### src/stm_defs.svh
// Register offsets, field positions, reset values and timing counts for the timer
`ifndef STM_DEFS_SVH
`define STM_DEFS_SVH

// ==========================================
// Register byte offsets
`define STM_OFS_CTRL0    12'h000
`define STM_OFS_CTRL1    12'h004
`define STM_OFS_CNT      12'h008
`define STM_OFS_CMPA     12'h00c
`define STM_OFS_PERIOD   12'h010
`define STM_OFS_FLAGS    12'h014

// ==========================================
// Control zero fields
`define STM_C0_ENABLE    3

// ==========================================
// Control one fields
`define STM_C1_MODE_HI   7
`define STM_C1_MODE_LO   6
`define STM_C1_PIN_HI    5
`define STM_C1_PIN_LO    4
`define STM_C1_INIT      3
`define STM_C1_POL       2
`define STM_C1_SWAP      1
`define STM_C1_CLR       0

// ==========================================
// Flag register fields
`define STM_FL_A         0
`define STM_FL_P         1
`define STM_FL_CAP       2

// ==========================================
// Reset values
`define STM_RST_CTRL0    8'h00
`define STM_RST_CTRL1    8'h00
`define STM_RST_PERIOD   8'h00
`define STM_RST_CMPA     16'h0000

// ==========================================
// Timing counts
`define STM_PERIOD_UNIT  17'h00100
`define STM_FULL_PERIOD  17'h10000

`endif

### src/stm_pkg.sv
// Types shared by the timer modules
package stm_pkg;

  typedef enum logic [1:0] {
    STM_MODE_CMP = 2'b00,
    STM_MODE_CAP = 2'b01,
    STM_MODE_PWM = 2'b10,
    STM_MODE_TMR = 2'b11
  } stm_mode_e;

  typedef enum logic [1:0] {
    STM_PA_0 = 2'b00,
    STM_PA_1 = 2'b01,
    STM_PA_2 = 2'b10,
    STM_PA_3 = 2'b11
  } stm_pin_action_e;

endpackage

### src/stm_cfg_if.sv
// Configuration and event bundle between the register file and the counter core
interface stm_cfg_if;
  import stm_pkg::*;

  stm_mode_e       operating_mode_select;
  stm_pin_action_e pin_action_select;
  logic            initial_level_control;
  logic            duty_period_swap;
  logic            counter_clear_source;
  logic            counter_enable;
  logic [15:0]     compare_a_value;
  logic [7:0]      period_compare_byte;
  logic [15:0]     count;
  logic            match_a;
  logic            match_p;
  logic            capture_evt;
  logic [15:0]     capture_val;
  logic            raw_out;

  modport regs (
    output operating_mode_select, pin_action_select, initial_level_control,
    output duty_period_swap, counter_clear_source, counter_enable,
    output compare_a_value, period_compare_byte,
    input  count, match_a, match_p, capture_evt, capture_val, raw_out
  );
  modport core (
    input  operating_mode_select, pin_action_select, initial_level_control,
    input  duty_period_swap, counter_clear_source, counter_enable,
    input  compare_a_value, period_compare_byte,
    output count, match_a, match_p, capture_evt, capture_val, raw_out
  );
endinterface

### src/stm_core.sv
// Counter, comparators, capture edge detect and output waveform
`include "stm_defs.svh"

module stm_core
  import stm_pkg::*;
(
  input  wire logic pclk,
  input  wire logic presetn,
  input  wire logic cap_in_sync,
  stm_cfg_if.core   cfg
);

  // ==========================================
  // Enable edge detect
  logic        en_prev_q, en_prev_d;
  logic        en_rise;
  logic [15:0] cnt_q, cnt_d;
  logic        out_q, out_d;
  logic        cap_prev_q, cap_prev_d;
  logic        hit_a, hit_p, cap_hit;
  logic [16:0] period_len, duty_len, cnt_next;
  logic [16:0] period_compare_value_len;

  assign en_rise = cfg.counter_enable & ~en_prev_q;

  // ==========================================
  // Comparators
  always_comb begin
    cnt_next = {1'b0, cnt_q} + 17'h00001;
    period_compare_value_len = (cfg.period_compare_byte == 8'h00) ? `STM_FULL_PERIOD  // RL12
             : {1'b0, cfg.period_compare_byte, 8'h00};
    // Matches fire as the count reaches the programmed value
    hit_a = cfg.counter_enable & ~en_rise & (cnt_next == {1'b0, cfg.compare_a_value}); // RL24
    hit_p = cfg.counter_enable & ~en_rise & (cnt_next == period_compare_value_len);  // RL12
    if (cfg.duty_period_swap) begin  // RL10 RL20
      period_len = {1'b0, cfg.compare_a_value};
      duty_len   = period_compare_value_len;
    end else begin  // RL19
      period_len = period_compare_value_len;
      duty_len   = {1'b0, cfg.compare_a_value};
    end
    cap_hit = 1'b0;
    case (cfg.pin_action_select)  // RL6
      STM_PA_0: cap_hit = cap_in_sync & ~cap_prev_q;
      STM_PA_1: cap_hit = ~cap_in_sync & cap_prev_q;
      STM_PA_2: cap_hit = cap_in_sync ^ cap_prev_q;
      default:  cap_hit = 1'b0;
    endcase
    cap_hit = cap_hit & cfg.counter_enable
            & (cfg.operating_mode_select == STM_MODE_CAP);
  end

  // ==========================================
  // Counter and output state
  always_comb begin
    en_prev_d  = cfg.counter_enable;
    cap_prev_d = cap_in_sync;
    cnt_d      = cnt_q;
    out_d      = out_q;
    if (en_rise) begin
      cnt_d = 16'h0000;  // RL23
      out_d = cfg.initial_level_control;  // RL4
    end else if (cfg.counter_enable) begin
      cnt_d = cnt_next[15:0];  // RL24
      case (cfg.operating_mode_select)
        STM_MODE_PWM: begin
          // Counter cleared by the period comparator
          if (cnt_next >= period_len) begin  // RL18
            cnt_d = 16'h0000;
          end
        end
        STM_MODE_CAP: begin
          if (hit_p) begin
            cnt_d = 16'h0000;
          end
        end
        default: begin
          if (cfg.counter_clear_source ? hit_a : hit_p) begin  // RL11
            cnt_d = 16'h0000;
          end
          // Only comparator A moves the pin
          if (hit_a && cfg.operating_mode_select == STM_MODE_CMP) begin  // RL16
            case (cfg.pin_action_select)  // RL2 RL3
              STM_PA_1: out_d = 1'b0;
              STM_PA_2: out_d = 1'b1;
              STM_PA_3: out_d = ~out_q;
              default:  out_d = out_q;
            endcase
          end
        end
      endcase
    end
  end

  always_ff @(posedge pclk or negedge presetn) begin
    if (!presetn) begin
      en_prev_q  <= 1'b0;
      cap_prev_q <= 1'b0;
      cnt_q      <= 16'h0000;
      out_q      <= 1'b0;
    end else begin
      en_prev_q  <= en_prev_d;
      cap_prev_q <= cap_prev_d;
      cnt_q      <= cnt_d;
      out_q      <= out_d;
    end
  end

  // ==========================================
  // Waveform before polarity
  logic pwm_active;
  always_comb begin
    // Duty at or above the period keeps the output active throughout
    pwm_active = ({1'b0, cnt_q} < duty_len) || (duty_len >= period_len);  // RL21
    cfg.raw_out = out_q;
    if (cfg.operating_mode_select == STM_MODE_PWM) begin
      case (cfg.pin_action_select)  // RL5 RL8
        STM_PA_0: cfg.raw_out = ~cfg.initial_level_control;
        STM_PA_1: cfg.raw_out = cfg.initial_level_control;
        STM_PA_2: cfg.raw_out = pwm_active ~^ cfg.initial_level_control;
        default:  cfg.raw_out = cfg.counter_enable ~^ cfg.initial_level_control;
      endcase
    end
  end

  assign cfg.count       = cnt_q;
  assign cfg.match_a     = hit_a;
  assign cfg.match_p     = hit_p;
  assign cfg.capture_evt = cap_hit;
  assign cfg.capture_val = cnt_q;

endmodule

### src/stm_timer.sv
// Standard timer top: APB register file, pin synchroniser, flags and output pin
//
// Functional notes
// RL1 - Two-bit mode field selects operating mode
// RL2 - Compare A match applies pin action
// RL3 - No change when requested level equals initial
// RL4 - Enable rising edge restores initial level
// RL5 - PWM pin action: inactive, active, PWM, pulse
// RL6 - Capture pin action selects trigger edge
// RL7 - Software changes pin action only when stopped
// RL8 - Initial level bit sets level or activity
// RL9 - Polarity bit inverts output pin
// RL10 - Swap bit exchanges PWM duty and period
// RL11 - Clear source: A match, else P/overflow
// RL12 - Period byte matches counter bits 15..8
// RL13 - Compare mode, clear P: both flags
// RL14 - Compare mode, clear A: A flag only
// RL15 - Software never programs compare A zero
// RL16 - Only comparator A changes the pin
// RL17 - Timer mode like compare, pin released
// RL18 - PWM flags both; period comparator clears
// RL19 - Swap zero: period byte period, A duty
// RL20 - Swap one: A period, byte duty
// RL21 - Duty at or beyond period: always active
// RL22 - PWM counting continues while output forced
// RL23 - Enable rise clears; fall holds count
// RL24 - Sixteen-bit up counter, A compares all
// RL25 - Flags stay set until software clears
`include "stm_defs.svh"

module stm_timer
  import stm_pkg::*;
(
  input  wire logic        pclk,
  input  wire logic        presetn,
  input  wire logic        psel,
  input  wire logic        penable,
  input  wire logic        pwrite,
  input  wire logic [11:0] paddr,
  input  wire logic [31:0] pwdata,
  input  wire logic [3:0]  pstrb,
  output logic      [31:0] prdata,
  output logic             pready,
  output logic             pslverr,
  input  wire logic        capture_input_pin,
  output logic             timer_output_pin,
  output logic             timer_output_pin_oe
);

  stm_cfg_if cfg ();

  // ==========================================
  // Capture pin synchroniser
  logic cap_s1_q, cap_s2_q;
  always_ff @(posedge pclk or negedge presetn) begin
    if (!presetn) begin
      cap_s1_q <= 1'b0;
      cap_s2_q <= 1'b0;
    end else begin
      cap_s1_q <= capture_input_pin;
      cap_s2_q <= cap_s1_q;
    end
  end

  stm_core u_core (
    .pclk        (pclk),
    .presetn     (presetn),
    .cap_in_sync (cap_s2_q),
    .cfg         (cfg.core)
  );

  // ==========================================
  // Registers
  logic [7:0]  ctrl0_q, ctrl0_d;
  logic [7:0]  ctrl1_q, ctrl1_d;
  logic [15:0] cmpa_q, cmpa_d;
  logic [7:0]  period_q, period_d;
  logic [2:0]  flags_q, flags_d;
  logic [31:0] rdata_q, rdata_d;
  logic        wr_en, rd_en, addr_ok;
  logic [2:0]  flag_set, flag_clr;
  stm_mode_e   mode;

  assign wr_en = psel & penable & pwrite;
  // Read data latched in setup so it stands through the access phase
  assign rd_en = psel & ~penable & ~pwrite;
  assign mode  = stm_mode_e'(ctrl1_q[`STM_C1_MODE_HI:`STM_C1_MODE_LO]);  // RL1

  always_comb begin
    addr_ok = 1'b1;
    if (paddr == `STM_OFS_CTRL0) begin
      rdata_d = {24'h000000, ctrl0_q[7:3], 3'h0};
    end else if (paddr == `STM_OFS_CTRL1) begin
      rdata_d = {24'h000000, ctrl1_q};
    end else if (paddr == `STM_OFS_CNT) begin
      rdata_d = {16'h0000, cfg.count};
    end else if (paddr == `STM_OFS_CMPA) begin
      rdata_d = {16'h0000, cmpa_q};
    end else if (paddr == `STM_OFS_PERIOD) begin
      rdata_d = {24'h000000, period_q};
    end else if (paddr == `STM_OFS_FLAGS) begin
      rdata_d = {29'h0, flags_q};
    end else begin
      rdata_d = 32'h00000000;
      addr_ok = 1'b0;
    end
    if (!rd_en) begin
      rdata_d = rdata_q;
    end
  end

  always_comb begin
    ctrl0_d  = ctrl0_q;
    ctrl1_d  = ctrl1_q;
    cmpa_d   = cmpa_q;
    period_d = period_q;
    flag_clr = 3'h0;
    if (wr_en && pstrb[0]) begin
      if (paddr == `STM_OFS_CTRL0) begin
        ctrl0_d = {pwdata[7:3], 3'h0};
      end else if (paddr == `STM_OFS_CTRL1) begin
        ctrl1_d = pwdata[7:0];
      end else if (paddr == `STM_OFS_PERIOD) begin
        period_d = pwdata[7:0];
      end else if (paddr == `STM_OFS_FLAGS) begin
        flag_clr = pwdata[2:0];
      end
    end
    if (wr_en && paddr == `STM_OFS_CMPA) begin
      if (pstrb[0]) begin
        cmpa_d[7:0] = pwdata[7:0];
      end
      if (pstrb[1]) begin
        cmpa_d[15:8] = pwdata[15:8];
      end
    end
    // Capture overwrites compare A with the live count
    if (cfg.capture_evt) begin  // RL6
      cmpa_d = cfg.capture_val;
    end
  end

  // ==========================================
  // Match flags
  always_comb begin
    flag_set = 3'h0;
    case (mode)
      STM_MODE_CMP, STM_MODE_TMR: begin  // RL17
        flag_set[`STM_FL_A] = cfg.match_a;  // RL13
        flag_set[`STM_FL_P] = cfg.match_p & ~ctrl1_q[`STM_C1_CLR];  // RL14
      end
      STM_MODE_PWM: begin  // RL18 RL22
        flag_set[`STM_FL_A] = cfg.match_a;
        flag_set[`STM_FL_P] = cfg.match_p;
      end
      default: begin
        flag_set[`STM_FL_P]   = cfg.match_p;
        flag_set[`STM_FL_CAP] = cfg.capture_evt;
      end
    endcase
    // Set wins over a same-cycle clear
    flags_d = (flags_q & ~flag_clr) | flag_set;  // RL25
  end

  always_ff @(posedge pclk or negedge presetn) begin
    if (!presetn) begin
      ctrl0_q  <= `STM_RST_CTRL0;
      ctrl1_q  <= `STM_RST_CTRL1;
      cmpa_q   <= `STM_RST_CMPA;
      period_q <= `STM_RST_PERIOD;
      flags_q  <= 3'h0;
      rdata_q  <= 32'h00000000;
    end else begin
      ctrl0_q  <= ctrl0_d;
      ctrl1_q  <= ctrl1_d;
      cmpa_q   <= cmpa_d;
      period_q <= period_d;
      flags_q  <= flags_d;
      rdata_q  <= rdata_d;
    end
  end

  // ==========================================
  // Configuration to the core
  assign cfg.operating_mode_select = mode;
  assign cfg.pin_action_select     = stm_pin_action_e'(ctrl1_q[`STM_C1_PIN_HI:`STM_C1_PIN_LO]);
  assign cfg.initial_level_control = ctrl1_q[`STM_C1_INIT];
  assign cfg.duty_period_swap      = ctrl1_q[`STM_C1_SWAP];
  assign cfg.counter_clear_source  = ctrl1_q[`STM_C1_CLR];
  assign cfg.counter_enable        = ctrl0_q[`STM_C0_ENABLE];
  assign cfg.compare_a_value       = cmpa_q;
  assign cfg.period_compare_byte   = period_q;

  // ==========================================
  // Bus answer, zero wait states
  assign pready  = 1'b1;
  assign pslverr = psel & penable & ~addr_ok;
  assign prdata  = rdata_q;

  // ==========================================
  // Output pin; registered to keep glitches off the pin
  logic pin_q, pin_d, oe_q, oe_d;
  always_comb begin
    pin_d = cfg.raw_out ^ ctrl1_q[`STM_C1_POL];  // RL9
    // Timer mode and capture mode release the pin
    oe_d  = (mode == STM_MODE_CMP) || (mode == STM_MODE_PWM);  // RL17
  end

  always_ff @(posedge pclk or negedge presetn) begin
    if (!presetn) begin
      pin_q <= 1'b0;
      oe_q  <= 1'b0;
    end else begin
      pin_q <= pin_d;
      oe_q  <= oe_d;
    end
  end

  assign timer_output_pin    = pin_q;
  assign timer_output_pin_oe = oe_q;

endmodule

### config.mk
export PLATFORM = sky130hd
export DESIGN_NAME = stm_timer
export DESIGN_NICKNAME = d
export VERILOG_FILES = /design/src/stm_pkg.sv /design/src/stm_cfg_if.sv /design/src/stm_core.sv /design/src/stm_timer.sv
export VERILOG_INCLUDE_DIRS = /design/src
export SDC_FILE = /design/constraint.sdc
export NUM_CORES = 1
export LEC_CHECK = 0
export BUFFER_PORTS_ARGS = -buffer_cell sky130_fd_sc_hd__buf_2
export CAP_MARGIN = 0
export CORE_ASPECT_RATIO = 0.6
export CORE_MARGIN = 2
export CORE_UTILIZATION = 50
export DETAILED_ROUTE_END_ITERATION = 10
export PLACE_DENSITY = 0.79
export SLEW_MARGIN = 25
export SYNTH_ARGS = -nofsm -noshare
export SYNTH_HDL_FRONTEND = slang
export SYNTH_HIERARCHICAL = 1
export SYNTH_SLANG_ARGS = --single-unit
export TNS_END_PERCENT = 5
### constraint.sdc
create_clock -name pclk -period 9.2 [get_ports pclk]
set_input_delay 1.38 -clock pclk [delete_from_list [all_inputs] [get_ports pclk]]
set_output_delay 1.38 -clock pclk [all_outputs]
set_load 0.1 [all_outputs]
==> impl_metrics.prom <==
# TYPE chip_impl_metric gauge
chip_impl_metric{name="floorplan.die.width",unit="um"} 164
chip_impl_metric{name="async_flop_share",unit="%"} 100
chip_impl_info{name="min_path_type",value="register to register"} 1
chip_impl_metric{name="hold_depth",unit=""} 0
chip_impl_metric{name="period_needed",unit="ps"} 4900
chip_impl_metric{name="power.sequential.fraction",unit="%"} 42.8
chip_impl_metric{name="reg_to_reg_setup_timing_slack",unit="ps"} 4300
chip_impl_metric{name="clock_sinks",unit=""} 79
chip_impl_metric{name="overflow",unit=""} 0
chip_impl_metric{name="synth_cell_type_count",unit=""} 89
chip_impl_metric{name="worst-path-max-fanout",unit=""} 16
chip_impl_metric{name="die_area",unit="um^2"} 16400
chip_impl_metric{name="syn_avg_cell_area",unit="um^2"} 8.58
chip_impl_metric{name="power.switching_fraction",unit="%"} 29.1
chip_impl_metric{name="ctsLongestPathBuffers",unit=""} 2
chip_impl_metric{name="ys_seq_area_share",unit="%"} 25.7
chip_impl_metric{name="r2r.worst_path.cells",unit=""} 12
chip_impl_metric{name="htree_num_levels",unit=""} 3
chip_impl_info{name="criticalPathCategory",value="register to register"} 1
chip_impl_metric{name="post_drt_via_cell_ratio",unit=""} 6.60
chip_impl_metric{name="area_delta_synth_final",unit="%"} 5.31
chip_impl_metric{name="synth.ff_latch_count",unit=""} 79
chip_impl_metric{name="ratio_of_cells_with_drive_above_1_in_the_final_layout",unit="%"} 15.8
chip_impl_metric{name="grt_start_max_net_pins",unit=""} 60
chip_impl_metric{name="number_of_buffers_inserted_during_clock_tree_synthesis",unit=""} 9
chip_impl_info{name="crit_path_start_kind",value="register"} 1
chip_impl_metric{name="dr_total_vias",unit=""} 7234
chip_impl_metric{name="floorplan.rows",unit=""} 35
chip_impl_metric{name="clockPowerShare",unit="%"} 48.2
chip_impl_metric{name="irDropWorstVdd",unit="mV"} 0.109
chip_impl_metric{name="cts.repair_timing.setup_buffer_count",unit=""} 0
chip_impl_info{name="cp_slowest_cell",value="dfrtp_1"} 1
chip_impl_metric{name="post_cts_resized",unit=""} 0
chip_impl_metric{name="core_region_area",unit="um^2"} 15200
chip_impl_metric{name="cp_data_arrival_time",unit="ps"} 5130
chip_impl_info{name="hold_end",value="cap_s2_q"} 1
chip_impl_metric{name="syn_inst",unit=""} 898
chip_impl_metric{name="nNetsFinal",unit=""} 988
chip_impl_metric{name="cap_viol_max_count",unit=""} 0
chip_impl_info{name="grt_setup_unrepaired",value="false"} 1
chip_impl_metric{name="worst_pin_slew",unit="ps"} 990
chip_impl_info{name="timing.hold.worst.start",value="cap_s1_q"} 1
chip_impl_metric{name="power-per-cell-area",unit="nW/um^2"} 100
chip_impl_metric{name="power.switching",unit="mW"} 0.237
chip_impl_metric{name="cts-hold-fix-buffers",unit=""} 0
chip_impl_info{name="outcome",value="completed"} 1
chip_impl_metric{name="worstSkewPairLatency",unit="ps"} 360
chip_impl_metric{name="finalMaxSlewViolations",unit=""} 0
chip_impl_metric{name="final_design_area_no_fill",unit="um^2"} 8110
chip_impl_metric{name="start_util",unit="%"} 50.7
chip_impl_metric{name="ys.warnings.count",unit=""} 6
chip_impl_metric{name="routed_wire_length_per_instance",unit="um"} 22.5
chip_impl_metric{name="grt_first_pass_wirelength",unit="um"} 37300
chip_impl_metric{name="hold_slack",unit="ps"} 356
chip_impl_metric{name="hold_viol",unit=""} 0
chip_impl_info{name="synth_top_flop_cell",value="dfrtp_1"} 1
chip_impl_metric{name="drt_first_pass_iters",unit=""} 8
chip_impl_metric{name="setup-violations-final",unit=""} 0
chip_impl_metric{name="power.leakage",unit="nW"} 3.62
chip_impl_metric{name="required",unit="ps"} 9430
chip_impl_info{name="final_cell_mix",value="79 x dfrtp_1, 78 x nand2_1, 53 x buf_2, 46 x ha_1, 45 x nor2_1"} 1
chip_impl_metric{name="die_h",unit="um"} 100
chip_impl_info{name="endpoint_kind",value="register"} 1
chip_impl_metric{name="port_buffers",unit=""} 54
chip_impl_info{name="cts_tree",value="yes"} 1
chip_impl_metric{name="post_synth_instance_area",unit="um^2"} 7700
chip_impl_metric{name="cellInternalPower",unit="mW"} 0.578
chip_impl_metric{name="remaining_drc_errors",unit=""} 0
chip_impl_metric{name="synth-edff-count",unit=""} 0
chip_impl_metric{name="dp.final_hpwl",unit="um"} 18200
chip_impl_metric{name="gpl.final_weighted_congestion",unit=""} 1.03
chip_impl_metric{name="timing.clock.skew",unit="ps"} 9.04
chip_impl_metric{name="grt_pass1_vias",unit=""} 6393
chip_impl_metric{name="num-fill-cells",unit=""} 1408
chip_impl_info{name="reg2reg_from",value="u_core/cfg.capture_val[2]"} 1
chip_impl_info{name="crit_path_cell_trace",value="nand3_1, nor4_4, xnor2_1, ha_1, and4_1, nand2_1, nor4_1, a31oi_1, a31o_2, nor2_2, nor2_1, o41a_1"} 1
chip_impl_metric{name="placed_area",unit="um^2"} 7780
chip_impl_metric{name="min_period_over_period",unit="%"} 53.2
chip_impl_metric{name="highest_attainable_clock_frequency",unit="MHz"} 204
chip_impl_metric{name="grt_util_all_layers",unit="%"} 30.1
chip_impl_metric{name="highest_cell_delay_on_the_worst_timing_path",unit="ps"} 810
chip_impl_metric{name="num_antenna_cells",unit=""} 0
chip_impl_metric{name="cts.clk_slew.worst_paths",unit="ps"} 70
chip_impl_info{name="terminus_of_the_critical_flop_to_flop_path",value="u_core/cfg.capture_val[14]"} 1
chip_impl_metric{name="p_comb_share",unit="%"} 9.0
chip_impl_info{name="leading_cell_type_in_the_layout_fill_and_taps_excluded",value="dfrtp_1"} 1
chip_impl_metric{name="design.portCount",unit=""} 90
chip_impl_info{name="cts_root_buffer",value="clkbuf_16"} 1
chip_impl_metric{name="drt_iter0_markers",unit=""} 1157
chip_impl_metric{name="setup_tns",unit="ps"} 0
chip_impl_metric{name="postRouteAntennaNets",unit=""} 0
chip_impl_metric{name="antenna_found_initial",unit=""} 1
chip_impl_metric{name="finalWirelength",unit="um"} 24700
chip_impl_metric{name="maxSlewHeadroom",unit="%"} 34.0
## cell type report
| class | instances | area [um^2] | area share, % |
|---|---|---|---|
| inverters | 32 | 120 | 1.48 |
| clock inverters | 7 | 85.1 | 1.05 |
| repair buffers | 57 | 295 | 3.64 |
| well taps | 203 | 254 | 3.13 |
| flip-flops and latches | 79 | 1980 | 24.4 |
| multi-input cells | 709 | 5150 | 63.5 |
| clock buffers | 9 | 225 | 2.78 |
## logic make-up after synthesis
logic type	after synthesis	synth area share (%)
and+or+nand+nor	331	24.9
AOI/OAI and AO/OA	210	19.4
buffers and inverters	125	8.42
DFF	79	25.7
muxes	67	9.16
adders and majority gates	47	7.60
xor gates and xnor gates	37	4.74
other	2	0.0975
## worst max-delay path by stage
stage	cells after the start	to	startpoint
detailed placement	12	u_core/cfg.capture_val[14]	u_core/cfg.capture_val[2]
floorplan	4	pslverr	paddr[11]
global placement	15	u_core/cfg.capture_val[11]	u_core/cfg.capture_val[0]
CTS	12	u_core/cfg.capture_val[14]	u_core/cfg.capture_val[2]
finish	12	u_core/cfg.capture_val[14]	u_core/cfg.capture_val[2]
global route	12	u_core/cfg.capture_val[14]	u_core/cfg.capture_val[2]
## stage by stage
stage	util (%)	power [mW]	cells	setup slack, ps
floorplan	-	0.410	913	4630
global route	53.4	0.836	1096	4140
finish	53.4	0.814	1096	4300
detailed placement	51.2	0.426	1080	4630
CTS	53.3	0.813	1096	4580
global placement	51.2	0.426	1080	4620
## routing by layer
layer  vias to the layer above  track usage, %  routed length [um]  share of wire (%)
met5                         -               0                   0                  0
met4                         0            6.01                 295                1.2
met3                        34            12.7                3730                 15
met2                       438            38.1                9400                 38
met1                      3492            46.2               11300                 46
li1                       3270               -                   -                  -
## critical path, delay by kind of cell, from the launching register on
kind / cells / cell delay, ps
compound gates: 3 / 790
xor+xnor: 1 / 180
fa+ha+maj: 1 / 310
flops: 1 / 810
simple gates: 7 / 2660
## registers in the layout, summed over array words and instances (netlist names)
signal                   flops
cfg.compare_a_value         16
u_core/out_q                 1
timer_output_pin             1
u_core/cap_prev_q            1
prdata                      16
cap_s1_q                     1
cap_s2_q                     1
ctrl0_q                      5
timer_output_pin_oe          1
u_core/en_prev_q             1
cfg.period_compare_byte      8
ctrl1_q                      8
u_core/cfg.capture_val      16
flags_q                      3
## power groups by stage
| stage | Sequential [mW] | Clock (mW) | Combinational (mW) |
|---|---|---|---|
| after floorplan | 0.355 | 0 | 0.0541 |
| after global routing | 0.349 | 0.410 | 0.0770 |
| after CTS | 0.349 | 0.393 | 0.0713 |
| after global placement | 0.355 | 0 | 0.0704 |
| final | 0.349 | 0.393 | 0.0730 |
| after detailed placement | 0.355 | 0 | 0.0712 |
## cell usage after synthesis (all sizes together) (9+ instances only)
cell type	number	area (um^2)
a21o	10	75.1
a21oi	25	125
a22oi	13	97.6
a31oi	17	106
and3	22	138
and4	10	87.6
buf	58	397
clkbuf	35	131
dfrtp	79	1980
ha	46	576
inv	31	116
mux2	28	315
mux2i	39	390
nand2	79	299
nand2b	20	125
nand3	30	150
nand4	19	149
nor2	46	175
nor2b	15	93.8
nor3	23	126
nor4	22	208
o21ai	51	263
o31ai	16	160
or3	9	57.6
xnor2	18	158
xor2	16	140
No activity file was read; power rests on OpenSTA's default activity.
